**src/hw/ccs_pkg.sv**
```systemverilog
// constants shared by the crt command and status unit
// assumes one character clock drives the whole unit
package ccs_pkg;

  // port select on the address line
  localparam logic       ADDR_PARAM     = 1'b0;
  localparam logic       ADDR_STATUS    = 1'b1;

  // command opcodes, matched on the top three bits
  localparam logic [2:0] OP_RESET       = 3'h0;
  localparam logic [2:0] OP_START       = 3'h1;
  localparam logic [2:0] OP_STOP        = 3'h2;
  localparam logic [2:0] OP_PEN         = 3'h3;
  localparam logic [2:0] OP_CURSOR      = 3'h4;
  localparam logic [2:0] OP_INT_ON      = 3'h5;
  localparam logic [2:0] OP_INT_OFF     = 3'h6;
  localparam logic [2:0] OP_PRESET      = 3'h7;

  // parameter byte counts
  localparam logic [2:0] RESET_PARAMS   = 3'h4;
  localparam logic [2:0] PEN_PARAMS     = 3'h2;
  localparam logic [2:0] CURSOR_PARAMS  = 3'h2;

  // status word bit positions
  localparam int         ST_IE          = 6;
  localparam int         ST_IR          = 5;
  localparam int         ST_LP          = 4;
  localparam int         ST_IC          = 3;
  localparam int         ST_VE          = 2;
  localparam int         ST_DU          = 1;
  localparam int         ST_FO          = 0;

  // start command field positions
  localparam int         START_SPACE_LSB = 2;
  localparam int         START_COUNT_LSB = 0;

  // reset values
  localparam logic [7:0] PARAM_RST      = 8'h00;
  localparam logic [6:0] FLAGS_RST      = 7'h00;

  // timing counts in character clocks
  localparam logic [1:0] PRESET_CLKS    = 2'h2;
  localparam logic [1:0] RUN_CLKS       = 2'h2;

  // states of the parameter sequencer
  typedef enum logic [1:0] {
    CCS_IDLE,
    CCS_RESET_SEQ,
    CCS_PEN_SEQ,
    CCS_CURSOR_SEQ
  } ccs_state_t;

  // character clocks between dma bursts
  function automatic logic [5:0] burst_gap(input logic [2:0] code);
    burst_gap = (code == 3'h0) ? 6'h00 : 6'({code, 3'h0} - 6'h01);
  endfunction

  // dma cycles per burst
  function automatic logic [3:0] burst_len(input logic [1:0] code);
    burst_len = 4'(4'h1 << code);
  endfunction

endpackage

```
**src/hw/ccs_format_decode.sv**
```systemverilog
// turns the packed screen-format bytes into registered counts
// assumes byte inputs come from flip-flops on the same clock
`timescale 1ns/10ps
module ccs_format_decode
(
  // clock and reset
  input  wire logic       clk_sys_i,
  input  wire logic       sys_rst_i,
  input  wire logic       ce_i,
  // packed parameters
  input  wire logic [7:0] byte1_i,
  input  wire logic [7:0] byte2_i,
  input  wire logic [7:0] byte3_i,
  input  wire logic [7:0] byte4_i,
  input  wire logic [2:0] space_code_i,
  input  wire logic [1:0] count_code_i,
  // decoded format
  output logic            spaced_rows_o,
  output logic [7:0]      chars_per_row_o,
  output logic [2:0]      vertical_retrace_rows_o,
  output logic [6:0]      rows_per_frame_o,
  output logic [4:0]      underline_line_o,
  output logic            blank_top_bottom_o,
  output logic [4:0]      lines_per_row_o,
  output logic            line_ctr_offset_o,
  output logic            field_attr_opaque_o,
  output logic            cursor_blink_o,
  output logic            cursor_underline_o,
  output logic [5:0]      horizontal_retrace_clocks_o,
  output logic [5:0]      burst_gap_o,
  output logic [3:0]      burst_len_o
);

  logic [49:0] dec_nxt;
  logic [49:0] dec_r;

  always_comb
  begin
    dec_nxt = dec_r;
    if (ce_i)
    begin
      // codes above 80 characters are left undefined, not clamped
      dec_nxt = {byte1_i[7],
                 8'({1'b0, byte1_i[6:0]} + 8'h01),
                 3'({1'b0, byte2_i[7:6]} + 3'h1),
                 7'({1'b0, byte2_i[5:0]} + 7'h01),
                 5'({1'b0, byte3_i[7:4]} + 5'h01),
                 byte3_i[7],
                 5'({1'b0, byte3_i[3:0]} + 5'h01),
                 byte4_i[7],
                 byte4_i[6],
                 ~byte4_i[5],
                 byte4_i[4],
                 6'({2'h0, byte4_i[3:0]} + 6'h01) << 1,
                 ccs_pkg::burst_gap(space_code_i),
                 ccs_pkg::burst_len(count_code_i)};
    end
  end

  always_ff @(posedge clk_sys_i)
  begin
    if (sys_rst_i)
      dec_r <= 50'h0;
    else
      dec_r <= dec_nxt;
  end

  assign {spaced_rows_o, chars_per_row_o, vertical_retrace_rows_o, rows_per_frame_o,
          underline_line_o, blank_top_bottom_o, lines_per_row_o,
          line_ctr_offset_o, field_attr_opaque_o, cursor_blink_o,
          cursor_underline_o, horizontal_retrace_clocks_o, burst_gap_o, burst_len_o} = dec_r;

endmodule

```
**src/hw/ccs_pen_capture.sv**
```systemverilog
// synchronises the light pen pin and latches the raster position
// assumes position inputs are on the character clock
`timescale 1ns/10ps
module ccs_pen_capture
(
  // clock and reset
  input  wire logic       clk_sys_i,
  input  wire logic       sys_rst_i,
  input  wire logic       ce_i,
  // pen pin and raster position
  input  wire logic       light_pen_input_i,
  input  wire logic [7:0] raster_char_i,
  input  wire logic [7:0] raster_row_i,
  // captured position
  output logic [7:0]      pen_char_o,
  output logic [7:0]      pen_row_o,
  output logic            pen_loaded_o
);

  logic [2:0]  sync_r;
  logic [2:0]  sync_nxt;
  logic [16:0] cap_r;
  logic [16:0] cap_nxt;

  always_comb
  begin
    sync_nxt = sync_r;
    cap_nxt  = {1'b0, cap_r[15:0]};
    if (ce_i)
    begin
      sync_nxt = {sync_r[1:0], light_pen_input_i};
      // only a rising edge counts; a held pen does not retrigger
      if (sync_r[1] && !sync_r[2])
        cap_nxt = {1'b1, raster_char_i, raster_row_i};
    end
    else
      cap_nxt = cap_r;
  end

  always_ff @(posedge clk_sys_i)
  begin
    if (sys_rst_i)
    begin
      sync_r <= 3'h0;
      cap_r  <= 17'h0;
    end
    else
    begin
      sync_r <= sync_nxt;
      cap_r  <= cap_nxt;
    end
  end

  assign pen_loaded_o = cap_r[16];
  assign pen_char_o   = cap_r[15:8];
  assign pen_row_o    = cap_r[7:0];

endmodule

```
**src/hw/ccs_top.sv**
```systemverilog
// command decoder, parameter sequencer and status word of the crt unit
// assumes bus strobes and datapath events are single-cycle, same clock
//
// Summary of operation
// - seven-bit row length plus one, max 80
// - retrace rows and frame rows plus one
// - underline on field plus one line
// - underline top bit blanks edge lines
// - lines per row is field plus one
// - line offset mode and field attribute mode
// - two-bit cursor shape and blink decode
// - horizontal retrace is field plus one, doubled
// - burst gap zero or eight-step codes
// - burst length one, two, four, eight
// - start enables interrupts, dma and video
// - stop clears video only
// - pen command feeds two parameter reads
// - cursor command loads two written bytes
// - interrupt enable and disable commands
// - preset holds counters, two clocks to preset, three to first char
// - last row sets request when enabled
// - pen capture sets pen flag
// - wrong parameter count sets bad flag
// - video flag set by start, cleared by stop and reset
// - underrun stops dma, blanks to retrace
// - fifo overrun sets overflow flag
// - address line selects parameter or status
// - reset command stops dma, interrupts, video
// - early command marks previous improper
`timescale 1ns/10ps
module ccs_top
(
  // clock, reset, enable
  input  wire logic       clk_sys_i,
  input  wire logic       sys_rst_i,
  input  wire logic       ce_i,
  // processor port
  input  wire logic       addr_i,
  input  wire logic       rd_stb_i,
  input  wire logic       wr_stb_i,
  input  wire logic [7:0] data_i,
  output logic [7:0]      data_o,
  output logic            data_oe_o,
  // datapath and timing events
  input  wire logic       last_row_start_i,
  input  wire logic       vertical_retrace_end_i,
  input  wire logic       dma_underrun_i,
  input  wire logic       fifo_overrun_i,
  input  wire logic       light_pen_input_i,
  input  wire logic [7:0] raster_char_i,
  input  wire logic [7:0] raster_row_i,
  // control to the display engine
  output logic            dma_enable_o,
  output logic            video_suppress_o,
  output logic            frame_end_pending_o,
  output logic            counter_preset_o,
  output logic            first_char_o,
  output logic [7:0]      cursor_char_o,
  output logic [7:0]      cursor_row_o,
  // decoded screen format
  output logic            spaced_rows_o,
  output logic [7:0]      chars_per_row_o,
  output logic [2:0]      vertical_retrace_rows_o,
  output logic [6:0]      rows_per_frame_o,
  output logic [4:0]      underline_line_o,
  output logic            blank_top_bottom_o,
  output logic [4:0]      lines_per_row_o,
  output logic            line_ctr_offset_o,
  output logic            field_attr_opaque_o,
  output logic            cursor_blink_o,
  output logic            cursor_underline_o,
  output logic [5:0]      horizontal_retrace_clocks_o,
  output logic [5:0]      burst_gap_o,
  output logic [3:0]      burst_len_o
);

  logic cmd_wr;
  logic par_wr;
  logic par_rd;
  logic sts_rd;
  assign cmd_wr = ce_i && wr_stb_i && (addr_i == ccs_pkg::ADDR_STATUS);
  assign par_wr = ce_i && wr_stb_i && (addr_i == ccs_pkg::ADDR_PARAM);
  assign sts_rd = ce_i && rd_stb_i && (addr_i == ccs_pkg::ADDR_STATUS);
  assign par_rd = ce_i && rd_stb_i && (addr_i == ccs_pkg::ADDR_PARAM);

  logic [2:0] opcode;
  assign opcode = data_i[7:5];

  logic [7:0] pen_char;
  logic [7:0] pen_row;
  logic       pen_loaded;

  // sequencer and parameter storage
  ccs_pkg::ccs_state_t state_r;
  ccs_pkg::ccs_state_t state_nxt;
  logic [2:0]          pidx_r;
  logic [2:0]          pidx_nxt;
  logic [7:0]          byte_r   [4];
  logic [7:0]          byte_nxt [4];
  logic [7:0]          cur_char_r;
  logic [7:0]          cur_char_nxt;
  logic [7:0]          cur_row_r;
  logic [7:0]          cur_row_nxt;
  logic [2:0]          space_r;
  logic [2:0]          space_nxt;
  logic [1:0]          count_r;
  logic [1:0]          count_nxt;
  logic                bad_evt;

  always_comb
  begin
    state_nxt    = state_r;
    pidx_nxt     = pidx_r;
    byte_nxt     = byte_r;
    cur_char_nxt = cur_char_r;
    cur_row_nxt  = cur_row_r;
    space_nxt    = space_r;
    count_nxt    = count_r;
    bad_evt      = 1'b0;
    if (cmd_wr)
    begin
      bad_evt   = (state_r != ccs_pkg::CCS_IDLE);
      pidx_nxt  = 3'h0;
      state_nxt = ccs_pkg::CCS_IDLE;
      case (opcode)
        ccs_pkg::OP_RESET:  state_nxt = ccs_pkg::CCS_RESET_SEQ;
        ccs_pkg::OP_PEN:    state_nxt = ccs_pkg::CCS_PEN_SEQ;
        ccs_pkg::OP_CURSOR: state_nxt = ccs_pkg::CCS_CURSOR_SEQ;
        ccs_pkg::OP_START:
        begin
          space_nxt = data_i[ccs_pkg::START_SPACE_LSB +: 3];
          count_nxt = data_i[ccs_pkg::START_COUNT_LSB +: 2];
        end
        default:            state_nxt = ccs_pkg::CCS_IDLE;
      endcase
    end
    else if (par_wr)
    begin
      case (state_r)
        ccs_pkg::CCS_RESET_SEQ:
        begin
          byte_nxt[pidx_r[1:0]] = data_i;
          pidx_nxt = 3'(pidx_r + 3'h1);
          if (pidx_nxt == ccs_pkg::RESET_PARAMS)
            state_nxt = ccs_pkg::CCS_IDLE;
        end
        ccs_pkg::CCS_CURSOR_SEQ:
        begin
          if (pidx_r == 3'h0)
            cur_char_nxt = data_i;
          else
            cur_row_nxt = data_i;
          pidx_nxt = 3'(pidx_r + 3'h1);
          if (pidx_nxt == ccs_pkg::CURSOR_PARAMS)
            state_nxt = ccs_pkg::CCS_IDLE;
        end
        default: bad_evt = 1'b1;
      endcase
    end
    else if (par_rd)
    begin
      // two reads drain the pen position
      if (state_r == ccs_pkg::CCS_PEN_SEQ)
      begin
        pidx_nxt = 3'(pidx_r + 3'h1);
        if (pidx_nxt == ccs_pkg::PEN_PARAMS)
          state_nxt = ccs_pkg::CCS_IDLE;
      end
      else
        bad_evt = 1'b1;
    end
  end

  always_ff @(posedge clk_sys_i)
  begin
    if (sys_rst_i)
    begin
      state_r    <= ccs_pkg::CCS_IDLE;
      pidx_r     <= 3'h0;
      byte_r     <= '{default: ccs_pkg::PARAM_RST};
      cur_char_r <= ccs_pkg::PARAM_RST;
      cur_row_r  <= ccs_pkg::PARAM_RST;
      space_r    <= 3'h0;
      count_r    <= 2'h0;
    end
    else
    begin
      state_r    <= state_nxt;
      pidx_r     <= pidx_nxt;
      byte_r     <= byte_nxt;
      cur_char_r <= cur_char_nxt;
      cur_row_r  <= cur_row_nxt;
      space_r    <= space_nxt;
      count_r    <= count_nxt;
    end
  end

  // flags, dma gate, readback
  logic       ie_r, ir_r, lp_r, ic_r, ve_r, du_r, fo_r;
  logic       ie_nxt, ir_nxt, lp_nxt, ic_nxt, ve_nxt, du_nxt, fo_nxt;
  logic       dma_r;
  logic       dma_nxt;
  logic       blank_r;
  logic       blank_nxt;
  logic [7:0] rdat_r;
  logic [7:0] rdat_nxt;
  logic       roe_r;
  logic       roe_nxt;
  logic [6:0] flags;
  assign flags = {ie_r, ir_r, lp_r, ic_r, ve_r, du_r, fo_r};

  always_comb
  begin
    {ie_nxt, ir_nxt, lp_nxt, ic_nxt, ve_nxt, du_nxt, fo_nxt} = flags;
    dma_nxt   = dma_r;
    blank_nxt = blank_r;
    rdat_nxt  = rdat_r;
    roe_nxt   = 1'b0;
    if (ce_i)
    begin
      // read clears the event flags; a same-cycle event still sets below
      if (sts_rd)
      begin
        ir_nxt = 1'b0;
        lp_nxt = 1'b0;
        ic_nxt = 1'b0;
        du_nxt = 1'b0;
        fo_nxt = 1'b0;
      end
      if (cmd_wr)
      begin
        case (opcode)
          ccs_pkg::OP_RESET:
          begin
            ie_nxt  = 1'b0;
            ve_nxt  = 1'b0;
            dma_nxt = 1'b0;
          end
          ccs_pkg::OP_START:
          begin
            ie_nxt  = 1'b1;
            ve_nxt  = 1'b1;
            dma_nxt = 1'b1;
          end
          ccs_pkg::OP_STOP:    ve_nxt = 1'b0;
          ccs_pkg::OP_INT_ON:  ie_nxt = 1'b1;
          ccs_pkg::OP_INT_OFF: ie_nxt = 1'b0;
          default:             ie_nxt = ie_r;
        endcase
      end
      // frame end request gated by enable
      if (last_row_start_i && ie_r)
        ir_nxt = 1'b1;
      if (pen_loaded)
        lp_nxt = 1'b1;
      if (bad_evt)
        ic_nxt = 1'b1;
      // retrace end releases the blank before a new underrun can reassert it
      if (vertical_retrace_end_i)
        blank_nxt = 1'b0;
      if (dma_underrun_i)
      begin
        du_nxt    = 1'b1;
        dma_nxt   = 1'b0;
        blank_nxt = 1'b1;
      end
      if (fifo_overrun_i)
        fo_nxt = 1'b1;
      // status word with zero top bit
      if (sts_rd)
      begin
        rdat_nxt = {1'b0, flags};
        roe_nxt  = 1'b1;
      end
      else if (par_rd)
      begin
        roe_nxt  = 1'b1;
        rdat_nxt = 8'h00;
        if (state_r == ccs_pkg::CCS_PEN_SEQ)
          rdat_nxt = (pidx_r == 3'h0) ? pen_char : pen_row;
      end
    end
  end

  always_ff @(posedge clk_sys_i)
  begin
    if (sys_rst_i)
    begin
      {ie_r, ir_r, lp_r, ic_r, ve_r, du_r, fo_r} <= ccs_pkg::FLAGS_RST;
      dma_r   <= 1'b0;
      blank_r <= 1'b0;
      rdat_r  <= 8'h00;
      roe_r   <= 1'b0;
    end
    else
    begin
      {ie_r, ir_r, lp_r, ic_r, ve_r, du_r, fo_r} <=
        {ie_nxt, ir_nxt, lp_nxt, ic_nxt, ve_nxt, du_nxt, fo_nxt};
      dma_r   <= dma_nxt;
      blank_r <= blank_nxt;
      rdat_r  <= rdat_nxt;
      roe_r   <= roe_nxt;
    end
  end

  // preset of the timing counters
  logic       hold_r;
  logic       hold_nxt;
  logic [1:0] pcnt_r;
  logic [1:0] pcnt_nxt;
  logic [1:0] rcnt_r;
  logic [1:0] rcnt_nxt;
  logic       fc_r;
  logic       fc_nxt;

  always_comb
  begin
    hold_nxt = hold_r;
    pcnt_nxt = pcnt_r;
    rcnt_nxt = rcnt_r;
    fc_nxt   = fc_r;
    if (ce_i)
    begin
      fc_nxt = (rcnt_r == 2'h1);
      if (pcnt_r != 2'h0)
        pcnt_nxt = 2'(pcnt_r - 2'h1);
      if (rcnt_r != 2'h0)
        rcnt_nxt = 2'(rcnt_r - 2'h1);
      if (cmd_wr && (opcode == ccs_pkg::OP_PRESET))
      begin
        hold_nxt = 1'b1;
        pcnt_nxt = 2'(ccs_pkg::PRESET_CLKS - 2'h1);
        rcnt_nxt = 2'h0;
      end
      else if (cmd_wr && hold_r)
      begin
        hold_nxt = 1'b0;
        rcnt_nxt = ccs_pkg::RUN_CLKS;
      end
    end
  end

  always_ff @(posedge clk_sys_i)
  begin
    if (sys_rst_i)
    begin
      hold_r <= 1'b0;
      pcnt_r <= 2'h0;
      rcnt_r <= 2'h0;
      fc_r   <= 1'b0;
    end
    else
    begin
      hold_r <= hold_nxt;
      pcnt_r <= pcnt_nxt;
      rcnt_r <= rcnt_nxt;
      fc_r   <= fc_nxt;
    end
  end

  assign data_o              = rdat_r;
  assign data_oe_o           = roe_r;
  assign dma_enable_o        = dma_r;
  assign video_suppress_o    = !ve_r || blank_r;
  assign frame_end_pending_o = ir_r;
  assign counter_preset_o    = hold_r && (pcnt_r == 2'h0);
  assign first_char_o        = fc_r;
  assign cursor_char_o       = cur_char_r;
  assign cursor_row_o        = cur_row_r;

  ccs_pen_capture u_pen
  (
    .clk_sys_i         (clk_sys_i),
    .sys_rst_i         (sys_rst_i),
    .ce_i              (ce_i),
    .light_pen_input_i (light_pen_input_i),
    .raster_char_i     (raster_char_i),
    .raster_row_i      (raster_row_i),
    .pen_char_o        (pen_char),
    .pen_row_o         (pen_row),
    .pen_loaded_o      (pen_loaded)
  );

  ccs_format_decode u_fmt
  (
    .clk_sys_i           (clk_sys_i),
    .sys_rst_i           (sys_rst_i),
    .ce_i                (ce_i),
    .byte1_i             (byte_r[0]),
    .byte2_i             (byte_r[1]),
    .byte3_i             (byte_r[2]),
    .byte4_i             (byte_r[3]),
    .space_code_i        (space_r),
    .count_code_i        (count_r),
    .spaced_rows_o       (spaced_rows_o),
    .chars_per_row_o     (chars_per_row_o),
    .vertical_retrace_rows_o         (vertical_retrace_rows_o),
    .rows_per_frame_o    (rows_per_frame_o),
    .underline_line_o    (underline_line_o),
    .blank_top_bottom_o  (blank_top_bottom_o),
    .lines_per_row_o     (lines_per_row_o),
    .line_ctr_offset_o   (line_ctr_offset_o),
    .field_attr_opaque_o (field_attr_opaque_o),
    .cursor_blink_o      (cursor_blink_o),
    .cursor_underline_o  (cursor_underline_o),
    .horizontal_retrace_clocks_o       (horizontal_retrace_clocks_o),
    .burst_gap_o         (burst_gap_o),
    .burst_len_o         (burst_len_o)
  );
endmodule

```
**config.mk**
```make
export PLATFORM = sky130hd
export DESIGN_NAME = ccs_top
export DESIGN_NICKNAME = d
export VERILOG_FILES = /design/src/hw/ccs_pkg.sv /design/src/hw/ccs_format_decode.sv /design/src/hw/ccs_pen_capture.sv /design/src/hw/ccs_top.sv
export SDC_FILE = /design/constraint.sdc
export NUM_CORES = 1
export LEC_CHECK = 0
export BUFFER_PORTS_ARGS = -buffer_cell sky130_fd_sc_hd__buf_2
export CAP_MARGIN = 10
export CORE_UTILIZATION = 45
export CTS_CLUSTER_SIZE = 24
export DETAILED_ROUTE_END_ITERATION = 8
export GPL_TIMING_DRIVEN = 0
export PLACE_DENSITY_LB_ADDON = 0.1
export SYNTH_ARGS = -nofsm -noshare
export SYNTH_HDL_FRONTEND = slang
export SYNTH_HIERARCHICAL = 1
export SYNTH_SLANG_ARGS = --single-unit
```
**constraint.sdc**
```tcl
create_clock -name clk_sys_i -period 2 [get_ports clk_sys_i]
set_clock_uncertainty 0.1 [all_clocks]
set_input_delay 0.6 -clock clk_sys_i [delete_from_list [all_inputs] [get_ports clk_sys_i]]
set_output_delay 0.6 -clock clk_sys_i [all_outputs]
set_load 0.02 [all_outputs]
```
-- Word level (Yosys, flattened, before mapping)
Cells that the tools add are included.
- logic and storage cells: 178
- input port bits: 35
- register bits after elaboration: 151
- output and inout port bits: 80
- bitwise gates (word level): 6
- reduce and logical (&&, ||, !) cells: 66
- multiplexer cells: 48
- shift-type cells: 1
- add/sub/neg operators: 10
- equal/unequal tests: 16
- $lt $le $gt $ge: 2
- operators with widths (cell ; number):
    two-way mux 8 bit ; 5
    nonzero test 2 bit ; 17
    bitwise mux 32 bit ; 1
    AND reduction 2 bit ; 12
    two-way mux 2 bit ; 11
    two-way mux 1 bit ; 19
    two-way mux 17 bit ; 1
    demux 8 bit (select 2 bit) ; 1
    adder 4 x 1 -> 5 bit, second input constant ; 3
    == test 3 bit, second input constant ; 5
    AND reduction 3 bit ; 5
    logical AND 1 bit ; 12
    two-way mux 3 bit ; 4
    AND reduction 4 bit ; 3
    nonzero test 3 bit ; 4
    OR reduction 2 bit ; 6
    == test 3 x 2 -> 1 bit, second input constant ; 3
    logical NOT 3 bit ; 3
    adder 7 x 1 -> 8 bit, second input constant ; 1
    adder 6 x 1 -> 7 bit, second input constant ; 1
    two-way mux 6 bit ; 1
    case mux 1 bit (2 select lines) ; 3
    case mux 2 bit (3 select lines) ; 1
    subtractor 6 x 1 -> 6 bit, second input constant ; 1
    other kinds (18) ; 26

-- Logic depth before layout (Yosys ltp)
- word-level depth: 7
- depth in mapped cells: 8

-- By module
Netlist, hierarchy kept.
- modules (own cells, without submodules) (module ; area an instance (um2) ; times used ; cells each):
    ccs_top ; 3554.7 ; 1 ; 365
    ccs_format_decode ; 1984.4 ; 1 ; 211
    ccs_pen_capture ; 873.3 ; 1 ; 82

-- Worst setup path after synthesis
Ideal clock, no wire load.
- path type: register to register
- from: reg pidx_r[0]
- to: reg cur_row_r[0], in the netlist cursor_row_o[0]
- arrival time: 1.593 ns
- path slack: 0.180 ns
- stages on the path, launching flop included: 9
- data required time: 1.772 ns
- path through: dfxtp_1 inv_1 ha_1 nor2b_1 buf_4 or3_1 buf_6 mux2i_1 nor2_1
- cells in the longest elaborated chain, start to end: 3
- RTL lines (element ; line ; RTL):
    from (decl) ; ccs_top.sv:96 ; logic [2:0] pidx_r;
    from (signal assigned) ; ccs_top.sv:189 ; pidx_r <= pidx_nxt;
    logical NOT 3 bit ; ccs_top.sv:149 ; if (pidx_r == 3'h0)
    NOT 1 bit (no line) ; - ;
    AND reduction 4 bit (no line) ; - ;
    to (signal assigned) ; ccs_top.sv:182 ; cur_row_r <= ccs_pkg::PARAM_RST;
    to (signal assigned) ; ccs_top.sv:192 ; cur_row_r <= cur_row_nxt;
    to (decl) ; ccs_top.sv:102 ; logic [7:0] cur_row_r;
Every way passes these cells.
A chain may end at the register's enable or synchronous reset.

-- Worst setup path after layout
- from: reg pidx_r[1]
- to: reg rdat_r[3], in the netlist data_o[3]
- cells in the longest elaborated chain, start to end: 5
- RTL lines (element ; line ; RTL):
    logical NOT 3 bit ; ccs_top.sv:280 ; rdat_nxt = (pidx_r == 3'h0) ? pen_char : pen_row;
    two-way mux 8 bit ; ccs_top.sv:280 ;
    two-way mux 8 bit ; ccs_top.sv:279 ; if (state_r == ccs_pkg::CCS_PEN_SEQ)
    two-way mux 8 bit ; ccs_top.sv:275 ; else if (par_rd)
    two-way mux 8 bit ; ccs_top.sv:270 ; if (sts_rd)
    to (signal assigned) ; ccs_top.sv:301 ; rdat_r <= rdat_nxt;
    to (decl) ; ccs_top.sv:205 ; logic [7:0] rdat_r;
Every way passes these cells. The select of a mux whose other input is x is not followed.

==> flow_summary.rst <==
.. list-table::
   :header-rows: 1

   * - Metric
     - Value
   * - Timing-limited maximum frequency
     - 0.504 GHz
   * - Crit. Startpoint
     - pidx_r[1]
   * - Dominant cell type by area after synthesis
     - sky130_fd_sc_hd__dfxtp_1
   * - Non-filler instance count after layout
     - 985
   * - Worst max-slew margin expressed relative to the limit
     - 50.0%
   * - Maximum number of pins on one net before global-route repair
     - 17
   * - Antenna cell count
     - 0
   * - Worst slew pin tran
     - 0.749 ns
   * - Routed via count divided by cell count
     - 5.17
   * - Final count of hold timing violations
     - 0
   * - Share of final-layout standard cells stronger than drive strength 1
     - 25.1%
   * - Final total power
     - 0.00661 W
   * - Min setup slack post-route
     - 0.0158 ns
   * - Post-route fraction of the period consumed by the critical path
     - 99.2%
   * - Synth Area per Inst
     - 9.75 µm²
   * - Data arrival time of the worst path
     - 2.19 ns
   * - Area occupied by multi-input gates
     - 0.00313 mm²
   * - Number of remaining DRC errors
     - 0
   * - Chip Height
     - 121 µm
   * - Status
     - complete, no violations
   * - Global-route wire length before repair
     - 25600 µm
   * - Number of H-tree branching levels
     - 4
   * - Sinks on the clock net
     - 149
   * - Port Buffer Count
     - 113
   * - Number of warning messages in the yosys log
     - 6
   * - Worst path top cell family by delay
     - flip-flops
   * - Number of enable flip-flop cells after synthesis
     - 0
   * - Launch instance of the worst register-to-register path
     - pidx_r[1]
   * - DPL Wire Length
     - 11400 µm
   * - Number of synthesized register bits
     - 149
   * - Synth-to-Final Area Change
     - 22.0%
   * - Number of iterations in the first detailed-routing pass
     - 4
   * - Effective utilization at floorplan
     - 46.2%
   * - Post-CTS Hold Buffers
     - 0
   * - Post-layout net count
     - 844
   * - Worst setup path endpoint
     - data_o[3]
   * - Stages on the worst setup path
     - 7
   * - Global routing usage on met2
     - 38.1%
   * - Remaining number of nets flagged by the antenna check after routing
     - 0
   * - Slowest stage cell on the critical path
     - sky130_fd_sc_hd__dfxtp_4
   * - Number of instances in the placed design
     - 951
   * - Crit path kind
     - flip-flop to flip-flop
   * - Number of global-route vias before repair
     - 4900
   * - Required time worst endpoint
     - 2.20 ns
   * - Leading register cell type out of synthesis
     - sky130_fd_sc_hd__dfxtp_1
   * - Remaining global-route overflow
     - 0
   * - FF/Latch Area
     - 0.00299 mm²
   * - Die Area
     - 0.0147 mm²
   * - Crit end category
     - flip-flop
   * - Number of placement rows
     - 43
   * - Most frequent cells in the layout
     - 146 x sky130_fd_sc_hd__dfxtp_1, 123 x sky130_fd_sc_hd__buf_2, 117 x sky130_fd_sc_hd__nor2_1
   * - Cell chosen for the clock root
     - sky130_fd_sc_hd__clkbuf_16
   * - Fill count
     - 1287
   * - Cells along the critical path
     - inv_1 -> ha_2 -> nor2b_4 -> buf_4 -> mux2_2 -> a221oi_1 -> nor2_1
   * - Most common cell after layout, fill and taps aside
     - sky130_fd_sc_hd__dfxtp_1
   * - Standard cell core area
     - 0.0139 mm²
   * - Die span in x
     - 121 µm
   * - Clock tree from TritonCTS
     - built
   * - Clock latency reported for the late side of the worst-skew pair
     - 0.42 ns
   * - Seq/Total Area, Yosys
     - 46.5%
   * - Met3 demand-to-capacity share in global routing
     - 4.98%
   * - R2R cell count
     - 7
   * - Antenna violations before repair
     - 0
   * - Worst slack after detailed placement
     - -0.194 ns
   * - Largest cells by area after synthesis
     - sky130_fd_sc_hd__dfxtp_1 47%, sky130_fd_sc_hd__mux2i_1 14%, sky130_fd_sc_hd__nor2_1 6.8%, sky130_fd_sc_hd__nand2b_1 4.3%, sky130_fd_sc_hd__ha_1 3.3%
   * - Clock-pin slew on the worst setup and hold paths
     - 0.06 ns
   * - Pwr dens
     - 845 mW/mm²
   * - Worst setup SP type
     - flip-flop
   * - DR WL/cell
     - 16.8 µm
   * - RSZ-0062 raised after global routing
     - yes
   * - Gpl congestion
     - 0.803
   * - Setup Viol. Count Final
     - 0
   * - Share of async-settable or async-resettable flops after synthesis
     - 0%
   * - Cell count after synthesis
     - 658
   * - Register-to-register setup slack
     - 0.02 ns
   * - Total vias in the final route
     - 5095
   * - Overall global routing resource usage
     - 23.1%
   * - Final min period
     - 1.98 ns
   * - Final slew viol count
     - 0
   * - Net count of the mapped netlist
     - 710
   * - Yosys cell types
     - 57
   * - Layer carrying the most global-route usage
     - met2
   * - Post-synth design cell area
     - 0.00641 mm²
   * - Global routing met1 resource utilization
     - 29.4%
   * - Final wirelength
     - 16500 µm
   * - Max-cap check violation count
     - 0
   * - Class of the tightest hold or removal check
     - input port to flip-flop
   * - Highest ir drop seen on vdd
     - 0.630 mV
   * - Share of the synthesized area in the top cell type
     - 46.5%
   * - Maximum buffer depth of the clock tree
     - 2
   * - Worst R2R End
     - data_o[3]
   * - Maximum fanout along the worst path
     - 5
   * - Crit path buffers/inverters
     - 2
   * - I/O pin total
     - 115
   * - Number of buffers inserted during clock tree synthesis
     - 17
   * - Static Leak
     - 3.38 nW
   * - Delay of the slowest critical-path stage
     - 0.36 ns
   * - First-iteration detailed-routing DRC count
     - 268
[worst reg2reg max path, delay by kind of cell (launching register included)]
family / cells / cell delay (ns)
AO/OA/AOI/OAI: 1 / 0.30
flip-flops: 1 / 0.36
multiplexers: 1 / 0.36
adder cells (fa/ha/maj): 1 / 0.19
buffers and inverters: 2 / 0.29
AND/OR/NAND/NOR: 2 / 0.27
[per-layer routing]
| layer | vias up | wire length [µm] |
|---|---|---|
| li1 | 2531 | - |
| met1 | 2404 | 7570 |
| met2 | 138 | 7820 |
| met3 | 22 | 871 |
| met4 | 0 | 250 |
| met5 | - | 0 |
[final cells by class]
type	instances	area share [%]
Buffer	48	3.55
Clock inverter	15	1.68
Sequential cell	149	38.2
Inverter	13	0.624
Clock buffer	17	5.44
Timing Repair Buffer	115	7.50
Tap cell	180	2.88
Multi-Input combinational cell	448	40.1
[cell families (layout without fill, tap and decap cells)]
| kind of cell | Yosys count | in the layout | synth area share (%) |
|---|---|---|---|
| muxes | 97 | 97 | 15.3 |
| AOI/OAI and AO/OA | 85 | 85 | 9.00 |
| adders and majority gates | 17 | 17 | 3.32 |
| DFF | 149 | 149 | 46.5 |
| xor gates and xnor gates | 18 | 18 | 2.46 |
| buffers and inverters | 61 | 208 | 5.03 |
| and+or+nand+nor | 230 | 230 | 18.3 |
| other | 1 | 1 | 0.0585 |
[power breakdown]
| group | switching [W] | leakage, nW | internal [W] |
|---|---|---|---|
| Clock | 0.00129 | 0.268 | 0.00172 |
| Combinational | 0.000335 | 1.90 | 0.000189 |
| Sequential | 0.0000393 | 1.21 | 0.00303 |
| Total | 0.00167 | 3.38 | 0.00494 |
[what timing repair did]
| item | in CTS | in global routing |
|---|---|---|
| buffers inserted | 0 | 1 |
| cloned | 0 | 1 |
| resized for setup | 5 | 13 |
| setup endpoints to repair | 12 | 17 |
| pin swaps | 0 | 0 |
[sequential cells by signal (all words and copies together) (netlist names), 3 cells and up]
signal,cells
u_pen/cap_r,17
space_r,3
u_pen/sync_r,3
u_fmt/dec_r,47
cursor_char_o,8
data_o,8
byte_r,32
pidx_r,3
cursor_row_o,8
[how the worst min path moves through the flow]
| stage | from | cells after the start | slack, ns | endpoint |
|---|---|---|---|---|
| 2_1_floorplan | byte_r[5] | 1 | 0.32 | u_fmt/dec_r[17] |
| 3_3_place_gp | byte_r[5] | 1 | 0.34 | u_fmt/dec_r[17] |
| 3_5_place_dp | byte_r[5] | 1 | 0.34 | u_fmt/dec_r[17] |
| 4_1_cts | dma_underrun_i | 2 | 0.26 | dma_enable_o |
| 5_1_grt | dma_underrun_i | 2 | 0.28 | dma_enable_o |
| 6_report | dma_underrun_i | 2 | 0.28 | dma_enable_o |
[stage by stage]
step | hold slack, ns | util, % | TNS, ns | cell area [µm²]
6_report | 0.284 | 56.3 | 0 | 7820
5_1_grt | 0.282 | 56.3 | -0.0232 | 7820
4_1_cts | 0.265 | 56.0 | 0 | 7770
3_5_place_dp | 0.341 | 51.9 | -12.47 | 7200
3_3_place_gp | 0.336 | 51.9 | -9.10 | 7200
2_1_floorplan | 0.315 | - | 0 | 6410
[Yosys cell counts, types with 5 or more instances]
master and n:
sky130_fd_sc_hd__nor3_1 6, sky130_fd_sc_hd__inv_1 13, sky130_fd_sc_hd__nand2b_1 44, sky130_fd_sc_hd__clkbuf_1 21, sky130_fd_sc_hd__a311oi_1 5, sky130_fd_sc_hd__a211oi_1 23
sky130_fd_sc_hd__xnor2_1 11, sky130_fd_sc_hd__nand2_1 16, sky130_fd_sc_hd__nand4_1 7, sky130_fd_sc_hd__a21oi_1 19, sky130_fd_sc_hd__dfxtp_1 149, sky130_fd_sc_hd__o21ai_0 17
sky130_fd_sc_hd__xor2_1 7, sky130_fd_sc_hd__nand3_1 8, sky130_fd_sc_hd__nor2_1 117, sky130_fd_sc_hd__buf_2 11, sky130_fd_sc_hd__mux2i_1 90, sky130_fd_sc_hd__buf_4 9
sky130_fd_sc_hd__mux2_2 7, sky130_fd_sc_hd__a221oi_1 7, sky130_fd_sc_hd__ha_1 17
(Power assumes the default switching activity.)
